<file path="config.mk">
export PLATFORM = sky130hd
export DESIGN_NAME = fpc_ctrl
export DESIGN_NICKNAME = d
export VERILOG_FILES = /design/src/pkg/fpc_pkg.sv /design/src/pkg/fpc_cyc_if.sv /design/src/core/fpc_ctrl.sv /design/src/core/fpc_cycle.sv
export SDC_FILE = /design/constraint.sdc
export NUM_CORES = 1
export LEC_CHECK = 0
export ABC_AREA = 1
export BUFFER_PORTS_ARGS = -buffer_cell sky130_fd_sc_hd__buf_2
export CORE_MARGIN = 5
export CORE_UTILIZATION = 55
export CTS_CLUSTER_SIZE = 30
export DETAILED_ROUTE_END_ITERATION = 10
export PLACE_DENSITY = 0.75
export SLEW_MARGIN = 20
export SYNTH_ARGS = -nofsm -noshare
export SYNTH_HDL_FRONTEND = slang
export SYNTH_SLANG_ARGS = --single-unit
</file>
<file path="constraint.sdc">
create_clock -name i_sys_clk -period 4.9 [get_ports i_sys_clk]
set_input_delay 0.735 -clock i_sys_clk [delete_from_list [all_inputs] [get_ports i_sys_clk]]
set_output_delay 0.735 -clock i_sys_clk [all_outputs]
set_load 0.02 [all_outputs]
</file>
<file path="src/pkg/fpc_pkg.sv">
// constants, command codes and register map of the flash program controller
package fpc_pkg;
  localparam int ADDR_W = 22;
  localparam int DATA_W = 16;
  localparam int BUF_WORDS = 16;
  localparam int PAGE_LSB = 4;
  localparam int SECTOR_LSB = 15;

  localparam int CLK_PERIOD_NS = 5;
  localparam int T_ADDR_SETUP_NS = 10;
  localparam int T_WE_PULSE_NS = 35;
  localparam int T_READ_ACC_NS = 90;
  localparam int T_HOLD_NS = 5;
  localparam int T_GAP_NS = 30;
  function automatic int ns2cyc(input int ns);
    int c;
    c = (ns + CLK_PERIOD_NS - 1) / CLK_PERIOD_NS;
    return (c < 1) ? 1 : c;
  endfunction
  localparam logic [4:0] C_ADDR_SETUP = 5'(ns2cyc(T_ADDR_SETUP_NS));
  localparam logic [4:0] C_WE_PULSE = 5'(ns2cyc(T_WE_PULSE_NS));
  localparam logic [4:0] C_READ_ACC = 5'(ns2cyc(T_READ_ACC_NS));
  localparam logic [4:0] C_HOLD = 5'(ns2cyc(T_HOLD_NS));
  localparam logic [4:0] C_GAP = 5'(ns2cyc(T_GAP_NS));

  // command table values; replace from the part's published table
  localparam logic [ADDR_W-1:0] UNLOCK1_ADDR = 22'h000555;
  localparam logic [ADDR_W-1:0] UNLOCK2_ADDR = 22'h0002AA;
  localparam logic [DATA_W-1:0] UNLOCK1_DATA = 16'h00AA;
  localparam logic [DATA_W-1:0] UNLOCK2_DATA = 16'h0055;
  localparam logic [DATA_W-1:0] CMD_RESET = 16'h00F0;
  localparam logic [DATA_W-1:0] CMD_IDENT = 16'h0090;
  localparam logic [DATA_W-1:0] CMD_SEC_ENTER = 16'h0088;
  localparam logic [DATA_W-1:0] CMD_SEC_EXIT = 16'h0090;
  localparam logic [DATA_W-1:0] CMD_EXIT_TAIL = 16'h0000;
  localparam logic [DATA_W-1:0] CMD_PROGRAM = 16'h00A0;
  localparam logic [DATA_W-1:0] CMD_BYPASS = 16'h0020;
  localparam logic [DATA_W-1:0] CMD_BYPASS_EXIT = 16'h0090;
  localparam logic [DATA_W-1:0] CMD_BUF_LOAD = 16'h0025;
  localparam logic [DATA_W-1:0] CMD_BUF_CONFIRM = 16'h0029;
  localparam logic [DATA_W-1:0] CMD_ABORT_RESET = 16'h00F0;

  localparam int DATA_POLL_BIT = 7;
  localparam int TOGGLE_BIT = 6;
  localparam int TIME_LIMIT_FLAG = 5;
  localparam int BUFFER_ABORT_FLAG = 1;

  typedef enum logic [3:0] {
    OP_READ = 4'h0, OP_RESET = 4'h1, OP_IDENT = 4'h2, OP_SEC_ENTER = 4'h3,
    OP_SEC_EXIT = 4'h4, OP_PROGRAM = 4'h5, OP_BYP_ENTER = 4'h6, OP_BYP_PROG = 4'h7,
    OP_BYP_EXIT = 4'h8, OP_BUF_PROG = 4'h9, OP_ABORT_RESET = 4'hA
  } fpc_op_e;

  localparam logic [7:0] REG_CMD = 8'h00;
  localparam logic [7:0] REG_ADDR = 8'h04;
  localparam logic [7:0] REG_DATA = 8'h08;
  localparam logic [7:0] REG_COUNT = 8'h0C;
  localparam logic [7:0] REG_STATUS = 8'h10;
  localparam logic [7:0] REG_RDATA = 8'h14;
  localparam logic [7:0] REG_ACCEL = 8'h18;
  localparam logic [1:0] REG_BUF_PAGE = 2'h1;
  localparam logic [4:0] STATUS_W1C = 5'h1F;
  localparam logic PIN_IDLE = 1'b1;
endpackage

</file>
<file path="src/pkg/fpc_cyc_if.sv">
// one flash bus cycle request and its answer, between sequencer and pin engine
`timescale 1ns/100ps
interface fpc_cyc_if;
  logic req;
  logic wr;
  logic [fpc_pkg::ADDR_W-1:0] addr;
  logic [fpc_pkg::DATA_W-1:0] wdata;
  logic done;
  logic [fpc_pkg::DATA_W-1:0] rdata;
  modport ctrl (output req, wr, addr, wdata, input done, rdata);
  modport eng (input req, wr, addr, wdata, output done, rdata);
endinterface

</file>
<file path="src/core/fpc_ctrl.sv">
// flash program controller: apb registers, command sequencer and status polling
//
// The implementer's own choices: the APB register port and the address map.
`timescale 1ns/100ps
module fpc_ctrl
  import fpc_pkg::*;
(
  input wire logic i_sys_clk,                 // system clock, 200 MHz
  input wire logic i_rstn,                    // synchronous reset, active low
  input wire logic i_psel,                    // apb select
  input wire logic i_penable,                 // apb enable
  input wire logic i_pwrite,                  // apb direction
  input wire logic [7:0] i_paddr,             // apb byte address
  input wire logic [31:0] i_pwdata,           // apb write data
  output logic [31:0] o_prdata,               // apb read data
  output logic o_pready,                      // apb ready
  output logic o_pslverr,                     // apb error on unmapped address
  output logic [fpc_pkg::ADDR_W-1:0] o_flash_addr,   // flash address
  output logic [fpc_pkg::DATA_W-1:0] o_flash_dq,     // flash data out
  output logic o_flash_dq_oe,                 // flash data driven
  input wire logic [fpc_pkg::DATA_W-1:0] i_flash_dq, // flash data in
  output logic o_flash_ce_n,                  // flash chip enable
  output logic o_flash_we_n,                  // flash write enable
  output logic o_flash_oe_n,                  // flash output enable
  output logic o_accelerate_pin               // raise accelerate pin to high_program_level
);
  import fpc_pkg::*;

  typedef enum logic [1:0] {
    S_IDLE = 2'b00, S_SEQ = 2'b01, S_POLL_A = 2'b10, S_POLL_B = 2'b11
  } fpc_st_e;

  typedef struct packed {
    logic wr;
    logic [ADDR_W-1:0] addr;
    logic [DATA_W-1:0] data;
  } fpc_step_s;

  typedef struct packed {
    fpc_st_e st;
    fpc_op_e op;
    logic [4:0] step;
    logic [ADDR_W-1:0] addr;
    logic [DATA_W-1:0] data;
    logic [4:0] cnt;
    logic [BUF_WORDS-1:0][DATA_W-1:0] bufw;
    logic acc;
    logic id_mode;
    logic sec_mode;
    logic byp_mode;
    logic abort_pend;
    logic done;
    logic refused;
    logic err_time;
    logic err_abort;
    logic err_verify;
    logic [DATA_W-1:0] rdata;
    logic [DATA_W-1:0] poll1;
    logic req;
    logic wr;
    logic [ADDR_W-1:0] caddr;
    logic [DATA_W-1:0] cdata;
    logic [31:0] prdata;
  } fpc_ctrl_s;

  fpc_ctrl_s q;
  fpc_ctrl_s d;
  fpc_cyc_if u_cyc ();

  function automatic logic [ADDR_W-1:0] sector_of(input logic [ADDR_W-1:0] a);
    return {a[ADDR_W-1:SECTOR_LSB], {SECTOR_LSB{1'b0}}};
  endfunction

  // loads are formed inside the page of the start address, so no load can leave it
  function automatic logic [ADDR_W-1:0] load_addr(input logic [ADDR_W-1:0] a, input logic [3:0] idx);
    return {a[ADDR_W-1:PAGE_LSB], idx};
  endfunction

  function automatic logic [4:0] seq_len(input fpc_op_e op, input logic [4:0] cnt);
    unique case (op)
      OP_READ, OP_RESET: return 5'd1;
      OP_BYP_PROG, OP_BYP_EXIT: return 5'd2;
      OP_IDENT, OP_SEC_ENTER, OP_BYP_ENTER, OP_ABORT_RESET: return 5'd3;
      OP_SEC_EXIT, OP_PROGRAM: return 5'd4;
      OP_BUF_PROG: return cnt + 5'd6;
      default: return 5'd1;
    endcase
  endfunction

  function automatic logic is_prog(input fpc_op_e op);
    return (op == OP_PROGRAM) || (op == OP_BYP_PROG) || (op == OP_BUF_PROG);
  endfunction

  // status is read at the address loaded last
  function automatic logic [ADDR_W-1:0] poll_addr(input fpc_op_e op, input logic [ADDR_W-1:0] a,
                                                  input logic [4:0] cnt);
    return (op == OP_BUF_PROG) ? load_addr(a, cnt[3:0]) : a;
  endfunction

  function automatic fpc_step_s step_cycle(input fpc_op_e op, input logic [4:0] step,
                                           input logic [ADDR_W-1:0] a, input logic [DATA_W-1:0] dat,
                                           input logic [4:0] cnt,
                                           input logic [BUF_WORDS-1:0][DATA_W-1:0] bw);
    fpc_step_s s;
    logic [4:0] idx;
    s = '{wr: 1'b1, addr: UNLOCK1_ADDR, data: UNLOCK1_DATA};
    idx = step - 5'd4;
    unique case (op)
      OP_READ:
        s = '{wr: 1'b0, addr: a, data: dat};
      OP_RESET:
        s.data = CMD_RESET;
      OP_BYP_PROG:
        s = (step == 5'd0) ? '{wr: 1'b1, addr: a, data: CMD_PROGRAM} : '{wr: 1'b1, addr: a, data: dat};
      OP_BYP_EXIT:
        s.data = (step == 5'd0) ? CMD_BYPASS_EXIT : CMD_EXIT_TAIL;
      default:
      begin
        // unlock pair, then the op's command word
        if (step == 5'd1)
          s = '{wr: 1'b1, addr: UNLOCK2_ADDR, data: UNLOCK2_DATA};
        else if (step == 5'd2)
        begin
          unique case (op)
            OP_IDENT: s.data = CMD_IDENT;
            OP_SEC_ENTER: s.data = CMD_SEC_ENTER;
            OP_SEC_EXIT: s.data = CMD_SEC_EXIT;
            OP_PROGRAM: s.data = CMD_PROGRAM;
            OP_BYP_ENTER: s.data = CMD_BYPASS;
            OP_ABORT_RESET: s.data = CMD_ABORT_RESET;
            default: s = '{wr: 1'b1, addr: sector_of(a), data: CMD_BUF_LOAD};
          endcase
        end
        else if (step == 5'd3)
        begin
          unique case (op)
            OP_PROGRAM: s = '{wr: 1'b1, addr: a, data: dat};
            OP_SEC_EXIT: s.data = CMD_EXIT_TAIL;
            default: s = '{wr: 1'b1, addr: sector_of(a), data: {11'h000, cnt}};
          endcase
        end
        else if (step > 5'd3 && idx <= cnt)
          s = '{wr: 1'b1, addr: load_addr(a, idx[3:0]), data: bw[idx[3:0]]};
        else if (step > 5'd3)
          s = '{wr: 1'b1, addr: sector_of(a), data: CMD_BUF_CONFIRM};
      end
    endcase
    return s;
  endfunction

  always_comb
  begin
    fpc_step_s s;
    fpc_op_e nop;
    logic byp_eff;
    logic start_ok;
    logic acc_w;
    logic [DATA_W-1:0] expect_w;
    s = '0;
    d = q;
    nop = fpc_op_e'(i_pwdata[3:0]);
    byp_eff = q.byp_mode | q.acc;
    acc_w = i_psel & i_penable & i_pwrite;
    expect_w = (q.op == OP_BUF_PROG) ? q.bufw[q.cnt[3:0]] : q.data;

    // commands are refused while busy, when the mode forbids them, or while an abort awaits its reset
    start_ok = (q.st == S_IDLE) && (i_pwdata[3:0] <= 4'hA);
    if (q.abort_pend && nop != OP_ABORT_RESET)
      start_ok = 1'b0;
    if (byp_eff && !(nop inside {OP_BYP_PROG, OP_BYP_EXIT, OP_BUF_PROG, OP_ABORT_RESET, OP_READ}))
      start_ok = 1'b0;
    if (!byp_eff && (nop == OP_BYP_PROG || nop == OP_BYP_EXIT))
      start_ok = 1'b0;
    if (q.sec_mode && nop == OP_BYP_ENTER)
      start_ok = 1'b0;
    if (nop == OP_BUF_PROG && q.cnt >= 5'(BUF_WORDS))
      start_ok = 1'b0;

    if (i_psel && !i_penable)
    begin
      d.prdata = '0;
      unique case (i_paddr)
        REG_CMD: d.prdata = {28'h0, q.op};
        REG_ADDR: d.prdata = {10'h000, q.addr};
        REG_DATA: d.prdata = {16'h0000, q.data};
        REG_COUNT: d.prdata = {27'h0, q.cnt};
        REG_STATUS: d.prdata = {19'h0, q.abort_pend, q.acc, byp_eff, q.sec_mode, q.id_mode, 2'b00,
                                q.err_verify, q.err_abort, q.err_time, q.refused, q.done, q.st != S_IDLE};
        REG_RDATA: d.prdata = {16'h0000, q.rdata};
        REG_ACCEL: d.prdata = {31'h0, q.acc};
        default:
          if (i_paddr[7:6] == REG_BUF_PAGE)
            d.prdata = {16'h0000, q.bufw[i_paddr[5:2]]};
      endcase
    end

    if (acc_w)
    begin
      // operands are frozen while a sequence runs
      if (q.st == S_IDLE)
      begin
        if (i_paddr == REG_ADDR)
          d.addr = i_pwdata[ADDR_W-1:0];
        if (i_paddr == REG_DATA)
          d.data = i_pwdata[DATA_W-1:0];
        if (i_paddr == REG_COUNT)
          d.cnt = i_pwdata[4:0];
        if (i_paddr[7:6] == REG_BUF_PAGE)
          d.bufw[i_paddr[5:2]] = i_pwdata[DATA_W-1:0];
      end
      if (i_paddr == REG_ACCEL)
      begin
        if (q.sec_mode && i_pwdata[0])
          d.refused = 1'b1;
        else
          d.acc = i_pwdata[0];
      end
      if (i_paddr == REG_STATUS)
        {d.err_verify, d.err_abort, d.err_time, d.refused, d.done} =
          {q.err_verify, q.err_abort, q.err_time, q.refused, q.done} & ~(i_pwdata[5:1] & STATUS_W1C);
      if (i_paddr == REG_CMD)
      begin
        if (start_ok)
        begin
          s = step_cycle(nop, 5'd0, q.addr, q.data, q.cnt, q.bufw);
          d.op = nop;
          d.step = 5'd0;
          d.req = 1'b1;
          d.wr = s.wr;
          d.caddr = s.addr;
          d.cdata = s.data;
          d.st = S_SEQ;
        end
        else
          d.refused = 1'b1;
      end
    end

    // hardware events last, so a flag set in the cycle of its clear survives
    unique case (q.st)
      S_IDLE:
        d.req = d.req;
      S_SEQ:
        if (u_cyc.done)
        begin
          if (q.op == OP_READ)
            d.rdata = u_cyc.rdata;
          if (q.step == seq_len(q.op, q.cnt) - 5'd1)
          begin
            if (is_prog(q.op))
            begin
              d.wr = 1'b0;
              d.caddr = poll_addr(q.op, q.addr, q.cnt);
              d.st = S_POLL_A;
            end
            else
            begin
              d.req = 1'b0;
              d.done = 1'b1;
              d.st = S_IDLE;
              unique case (q.op)
                OP_IDENT: d.id_mode = 1'b1;
                OP_RESET: d.id_mode = 1'b0;
                OP_SEC_ENTER: d.sec_mode = 1'b1;
                OP_SEC_EXIT: d.sec_mode = 1'b0;
                OP_BYP_ENTER: d.byp_mode = 1'b1;
                OP_BYP_EXIT: d.byp_mode = 1'b0;
                OP_ABORT_RESET: d.abort_pend = 1'b0;
                default: d.done = 1'b1;
              endcase
            end
          end
          else
          begin
            d.step = q.step + 5'd1;
            s = step_cycle(q.op, d.step, q.addr, q.data, q.cnt, q.bufw);
            d.wr = s.wr;
            d.caddr = s.addr;
            d.cdata = s.data;
          end
        end
      S_POLL_A:
        if (u_cyc.done)
        begin
          d.poll1 = u_cyc.rdata;
          d.st = S_POLL_B;
        end
      S_POLL_B:
        if (u_cyc.done)
        begin
          d.rdata = u_cyc.rdata;
          if (u_cyc.rdata[TOGGLE_BIT] == q.poll1[TOGGLE_BIT])
          begin
            // toggling stopped: the cell is read back; a 1 that stayed 0 fails here
            d.req = 1'b0;
            d.done = 1'b1;
            d.st = S_IDLE;
            if (u_cyc.rdata != expect_w)
              d.err_verify = 1'b1;
          end
          else if (u_cyc.rdata[TIME_LIMIT_FLAG])
          begin
            d.req = 1'b0;
            d.err_time = 1'b1;
            d.st = S_IDLE;
          end
          else if (q.op == OP_BUF_PROG && u_cyc.rdata[BUFFER_ABORT_FLAG])
          begin
            d.req = 1'b0;
            d.err_abort = 1'b1;
            d.abort_pend = 1'b1;
            d.st = S_IDLE;
          end
          else
            d.st = S_POLL_A;
        end
    endcase
  end

  always_ff @(posedge i_sys_clk)
  begin
    if (!i_rstn)
      q <= '0;
    else
      q <= d;
  end

  assign u_cyc.req = q.req;
  assign u_cyc.wr = q.wr;
  assign u_cyc.addr = q.caddr;
  assign u_cyc.wdata = q.cdata;

  fpc_cycle u_engine (
    .i_sys_clk(i_sys_clk),
    .i_rstn(i_rstn),
    .cyc(u_cyc),
    .i_dq(i_flash_dq),
    .o_addr(o_flash_addr),
    .o_dq(o_flash_dq),
    .o_dq_oe(o_flash_dq_oe),
    .o_ce_n(o_flash_ce_n),
    .o_we_n(o_flash_we_n),
    .o_oe_n(o_flash_oe_n)
  );

  assign o_prdata = q.prdata;
  assign o_pready = 1'b1;
  assign o_pslverr = i_psel & i_penable & ~(i_paddr inside {REG_CMD, REG_ADDR, REG_DATA, REG_COUNT,
                     REG_STATUS, REG_RDATA, REG_ACCEL} || i_paddr[7:6] == REG_BUF_PAGE);
  assign o_accelerate_pin = q.acc;
endmodule

</file>
<file path="src/core/fpc_cycle.sv">
// pin engine: runs one write or read cycle on the flash pins
`timescale 1ns/100ps
module fpc_cycle
  import fpc_pkg::*;
(
  input wire logic i_sys_clk,             // system clock
  input wire logic i_rstn,                // synchronous reset, active low
  fpc_cyc_if.eng cyc,                     // cycle request from sequencer
  input wire logic [fpc_pkg::DATA_W-1:0] i_dq, // flash data in
  output logic [fpc_pkg::ADDR_W-1:0] o_addr,   // flash address
  output logic [fpc_pkg::DATA_W-1:0] o_dq,     // flash data out
  output logic o_dq_oe,                   // data bus driven
  output logic o_ce_n,                    // chip enable, low active
  output logic o_we_n,                    // write enable, low active
  output logic o_oe_n                     // output enable, low active
);
  import fpc_pkg::*;

  typedef enum logic [2:0] {
    PH_IDLE = 3'b000, PH_SETUP = 3'b001, PH_STROBE = 3'b010, PH_HOLD = 3'b011, PH_GAP = 3'b100
  } fpc_ph_e;

  typedef struct packed {
    fpc_ph_e ph;
    logic [4:0] cnt;
    logic wr;
    logic [ADDR_W-1:0] addr;
    logic [DATA_W-1:0] dq;
    logic dq_oe;
    logic ce_n;
    logic we_n;
    logic oe_n;
    logic done;
    logic [DATA_W-1:0] rdata;
  } fpc_eng_s;

  fpc_eng_s q;
  fpc_eng_s d;

  always_comb
  begin
    d = q;
    d.done = 1'b0;
    if (q.cnt != 5'h00)
      d.cnt = q.cnt - 5'h01;
    unique case (q.ph)
      PH_IDLE:
        if (cyc.req)
        begin
          // chip enable and address first; we falls later, so the address is taken then
          d.wr = cyc.wr;
          d.addr = cyc.addr;
          d.dq = cyc.wdata;
          d.dq_oe = cyc.wr;
          d.ce_n = 1'b0;
          d.cnt = C_ADDR_SETUP - 5'h01;
          d.ph = PH_SETUP;
        end
      PH_SETUP:
        if (q.cnt == 5'h00)
        begin
          d.we_n = ~q.wr;
          d.oe_n = q.wr;
          d.cnt = q.wr ? C_WE_PULSE - 5'h01 : C_READ_ACC - 5'h01;
          d.ph = PH_STROBE;
        end
      PH_STROBE:
        if (q.cnt == 5'h00)
        begin
          // we rises before ce, so data is taken on this edge
          d.we_n = PIN_IDLE;
          d.oe_n = PIN_IDLE;
          if (!q.wr)
            d.rdata = i_dq;
          d.cnt = C_HOLD - 5'h01;
          d.ph = PH_HOLD;
        end
      PH_HOLD:
        if (q.cnt == 5'h00)
        begin
          d.ce_n = PIN_IDLE;
          d.dq_oe = 1'b0;
          d.done = 1'b1;
          d.cnt = C_GAP - 5'h01;
          d.ph = PH_GAP;
        end
      PH_GAP:
        if (q.cnt == 5'h00)
          d.ph = PH_IDLE;
      default:
        d.ph = PH_IDLE;
    endcase
  end

  always_ff @(posedge i_sys_clk)
  begin
    if (!i_rstn)
    begin
      q <= '0;
      q.ce_n <= PIN_IDLE;
      q.we_n <= PIN_IDLE;
      q.oe_n <= PIN_IDLE;
    end
    else
      q <= d;
  end

  assign cyc.done = q.done;
  assign cyc.rdata = q.rdata;
  assign o_addr = q.addr;
  assign o_dq = q.dq;
  assign o_dq_oe = q.dq_oe;
  assign o_ce_n = q.ce_n;
  assign o_we_n = q.we_n;
  assign o_oe_n = q.oe_n;
endmodule

</file>
==> impl_metrics.ini <==
[outcome]
status = completed

[place]
io_buffer_count = 116
hpwl_um = 74900
dp_cells = 4788
gp_congestion = 1.04

[setup_path]
worst-path-max-fanout = 24
arrival_ps = 4650
crit_path_end = u_cyc.wdata[6]
path_class = reg2reg
cp-end-kind = register
startpoint_type = register
required_ps = 5450
worstSetupStartpoint = q[413]
reg2reg_slack_ps = 810
r2r_start = q[413]
rr_endpoint = u_cyc.wdata[6]
reg2regPathDepth = 24

[sta]
setup_violations = 0
tightestPinTransition_ps = 1090
fin_crit_ps = 4090
post-route-period-util = 0.835
rsz0062_at_grt = false
slew_headroom = 0.273
hold_viol_final = 0
holdWs_ps = 389
drv_slew = 0
max_freq_mhz = 244
skew_ps = 23.1
setup_tns_ps = 0

[yosys]
synthCells = 4307
netlist_area_um2 = 27200
synth_top_area_share = 0.343
synth_edf_count = 0
synth.most_common_cell = nand2_1
synthArstFlopShare = 0
yosys-top-cells-area = dfxtp_1 (34%), o21ai_0 (13%), nand2_1 (12%)
synth.avg_cell_area_um2 = 6.32
synth_commonest_cells = nand2_1 (856), o21ai_0 (681), a21oi_1 (497)
ys_seq_area_frac = 0.343
ys_ff_latch = 467
ys_warn_count = 0
synth_top_cell_by_area = dfxtp_1
ys.flop_type = dfxtp_1
ys_types = 56

[power]
p_leak_nw = 11.3
irDropWorstVdd_mv = 0.340
power_per_cell_area_nw_per_um2 = 285

[die]
die_h_um = 233
io_pins = 138
core_um2 = 49000
die_w_um = 233
die-area_um2 = 54100
fp-row-count = 81
start_util = 0.556

[clock_tree]
post_cts_buffers = 0
cts_root_buf = clkbuf_16
clkSlewWorstSetupHoldPaths_ps = 60
cts_tree = built
cts_buffers = 52
clk_latency_ps = 630
cts_resized = 0
clock_sinks = 467
cts_hold_buffers = 0
h-tree-depth = 2
clockBufferDepth = 3

[drt]
wirelength_um = 111000
ant_nets = 0
drt_iter0_markers = 4612
dr.pass1.iters = 7
wl_met2_um = 43900
vias = 30200
routed_via_density = 6.19
topRoutingLayerUsed = met5
route.met3.wl_um = 16200
wl_met1_um = 43700
drc = 0
wl_per_cell_um = 22.7

[layout]
nets = 4255
seq_area_um2 = 9360
multi_input_area_um2 = 14500
syn_to_final_growth_pct = 7.60
drive_gt1_frac = 0.0816
fillerInstances = 4835
instances_no_fill = 4886

[grt]
grt_pass1_vias = 26600
grt_pass1_wl_um = 165000
globalRouteOverflowTotal = 0
grt_antenna_before_repair = 4
grt_usage = 0.394
grt_max_degree = 174

[job]
maxCapViolCount = 0

[worst_hold_path]
hold_class = in2reg
per-layer routing:
metal  vias to the layer above  track usage
li1                      14100            -
met3                       388        0.117
met1                     13700        0.545
met2                      2105        0.549
met5                         -            0
met4                         2        0.215
critical path, cell delays in order, from the launching register on:
cell	delay [ps]
dfxtp_4	510
ha_1	240
nand2_1	70
nand2_1	110
buf_4	330
clkinv_1	190
nor2_2	150
nand2_1	110
nand2_1	80
ha_1	230
nand2_1	60
inv_1	40
nand3_1	80
nor2_1	70
o21bai_1	220
nand2_1	170
inv_1	470
nand3_1	210
o21ai_0	150
nand2_1	70
nand2_1	60
o21ai_0	160
nand2_1	120
nand2_1	60
nor2_1	70
final cells by class:
type                    count  area share
flip-flops and latches    467       0.319
clock buffers              73      0.0515
repair buffers            187      0.0404
diodes                      4    0.000342
inverters                 461      0.0592
multi-input cells        3009       0.494
clock inverters            21     0.00679
well taps                 664      0.0283
worst min-delay path by stage:
stage | endpoint | startpoint | cells past startpoint
after floorplan | u_engine.o_addr[10] | u_cyc.addr[10] | 2
after global placement | u_engine.o_oe_n | u_engine.o_oe_n | 2
after detailed placement | u_engine.o_oe_n | u_engine.o_oe_n | 2
after CTS | u_engine.cyc.rdata[14] | i_flash_dq[14] | 3
after global routing | q[407] | i_pwdata[16] | 3
final | u_engine.cyc.rdata[14] | i_flash_dq[14] | 3
cells by family (layout without fill, tap and decap cells):
family / after synthesis / count (layout) / synth area share
AO/OA/AOI/OAI: 1452 / 1452 / 0.286
XOR/XNOR: 6 / 6 / 0.00193
adder cells (fa/ha/maj): 16 / 16 / 0.00735
buffers and inverters: 840 / 742 / 0.128
flip-flops: 467 / 467 / 0.343
multiplexers: 1 / 1 / 0.000368
other: 2 / 15 / 0.000276
AND/OR/NAND/NOR: 1523 / 1523 / 0.233
metrics by stage:
step | power, W | worst slack, ps | util | area [um2]
after floorplan | 0.00428 | 1810 | - | 27300
after global placement | 0.00444 | 1040 | 0.564 | 27600
after detailed placement | 0.00445 | 977 | 0.564 | 27600
after CTS | 0.00834 | 943 | 0.598 | 29300
after global routing | 0.00858 | 444 | 0.598 | 29300
final | 0.00835 | 806 | 0.599 | 29300
layout by cell type (no fill, tap or decap), drive strengths merged, types with 2 or more instances in the layout:
cell      instances
nand3           241
o21ai           695
or2               3
nand4            53
a2111oi           3
o31ai             3
nor3             31
inv             456
nand2           861
conb             11
nor4              4
a22oi            22
xor2              2
nor2            327
clkinvlp          3
diode             4
a31oi            13
buf             186
bufinv            2
ha               16
xnor2             4
o21a              4
clkbuf           74
o2111ai           2
a221oi            5
a211oi           66
o22ai           116
clkinv           21
dfxtp           467
o211ai           15
o221ai            3
a21oi           497
o21bai            2
where the power goes:
part | switching, W | internal (W)
Clock | 0.00171 | 0.00226
Combinational | 0.000403 | 0.000140
Sequential | 0.0000195 | 0.00382
Note: power is estimated with default switching activity, not from simulation.
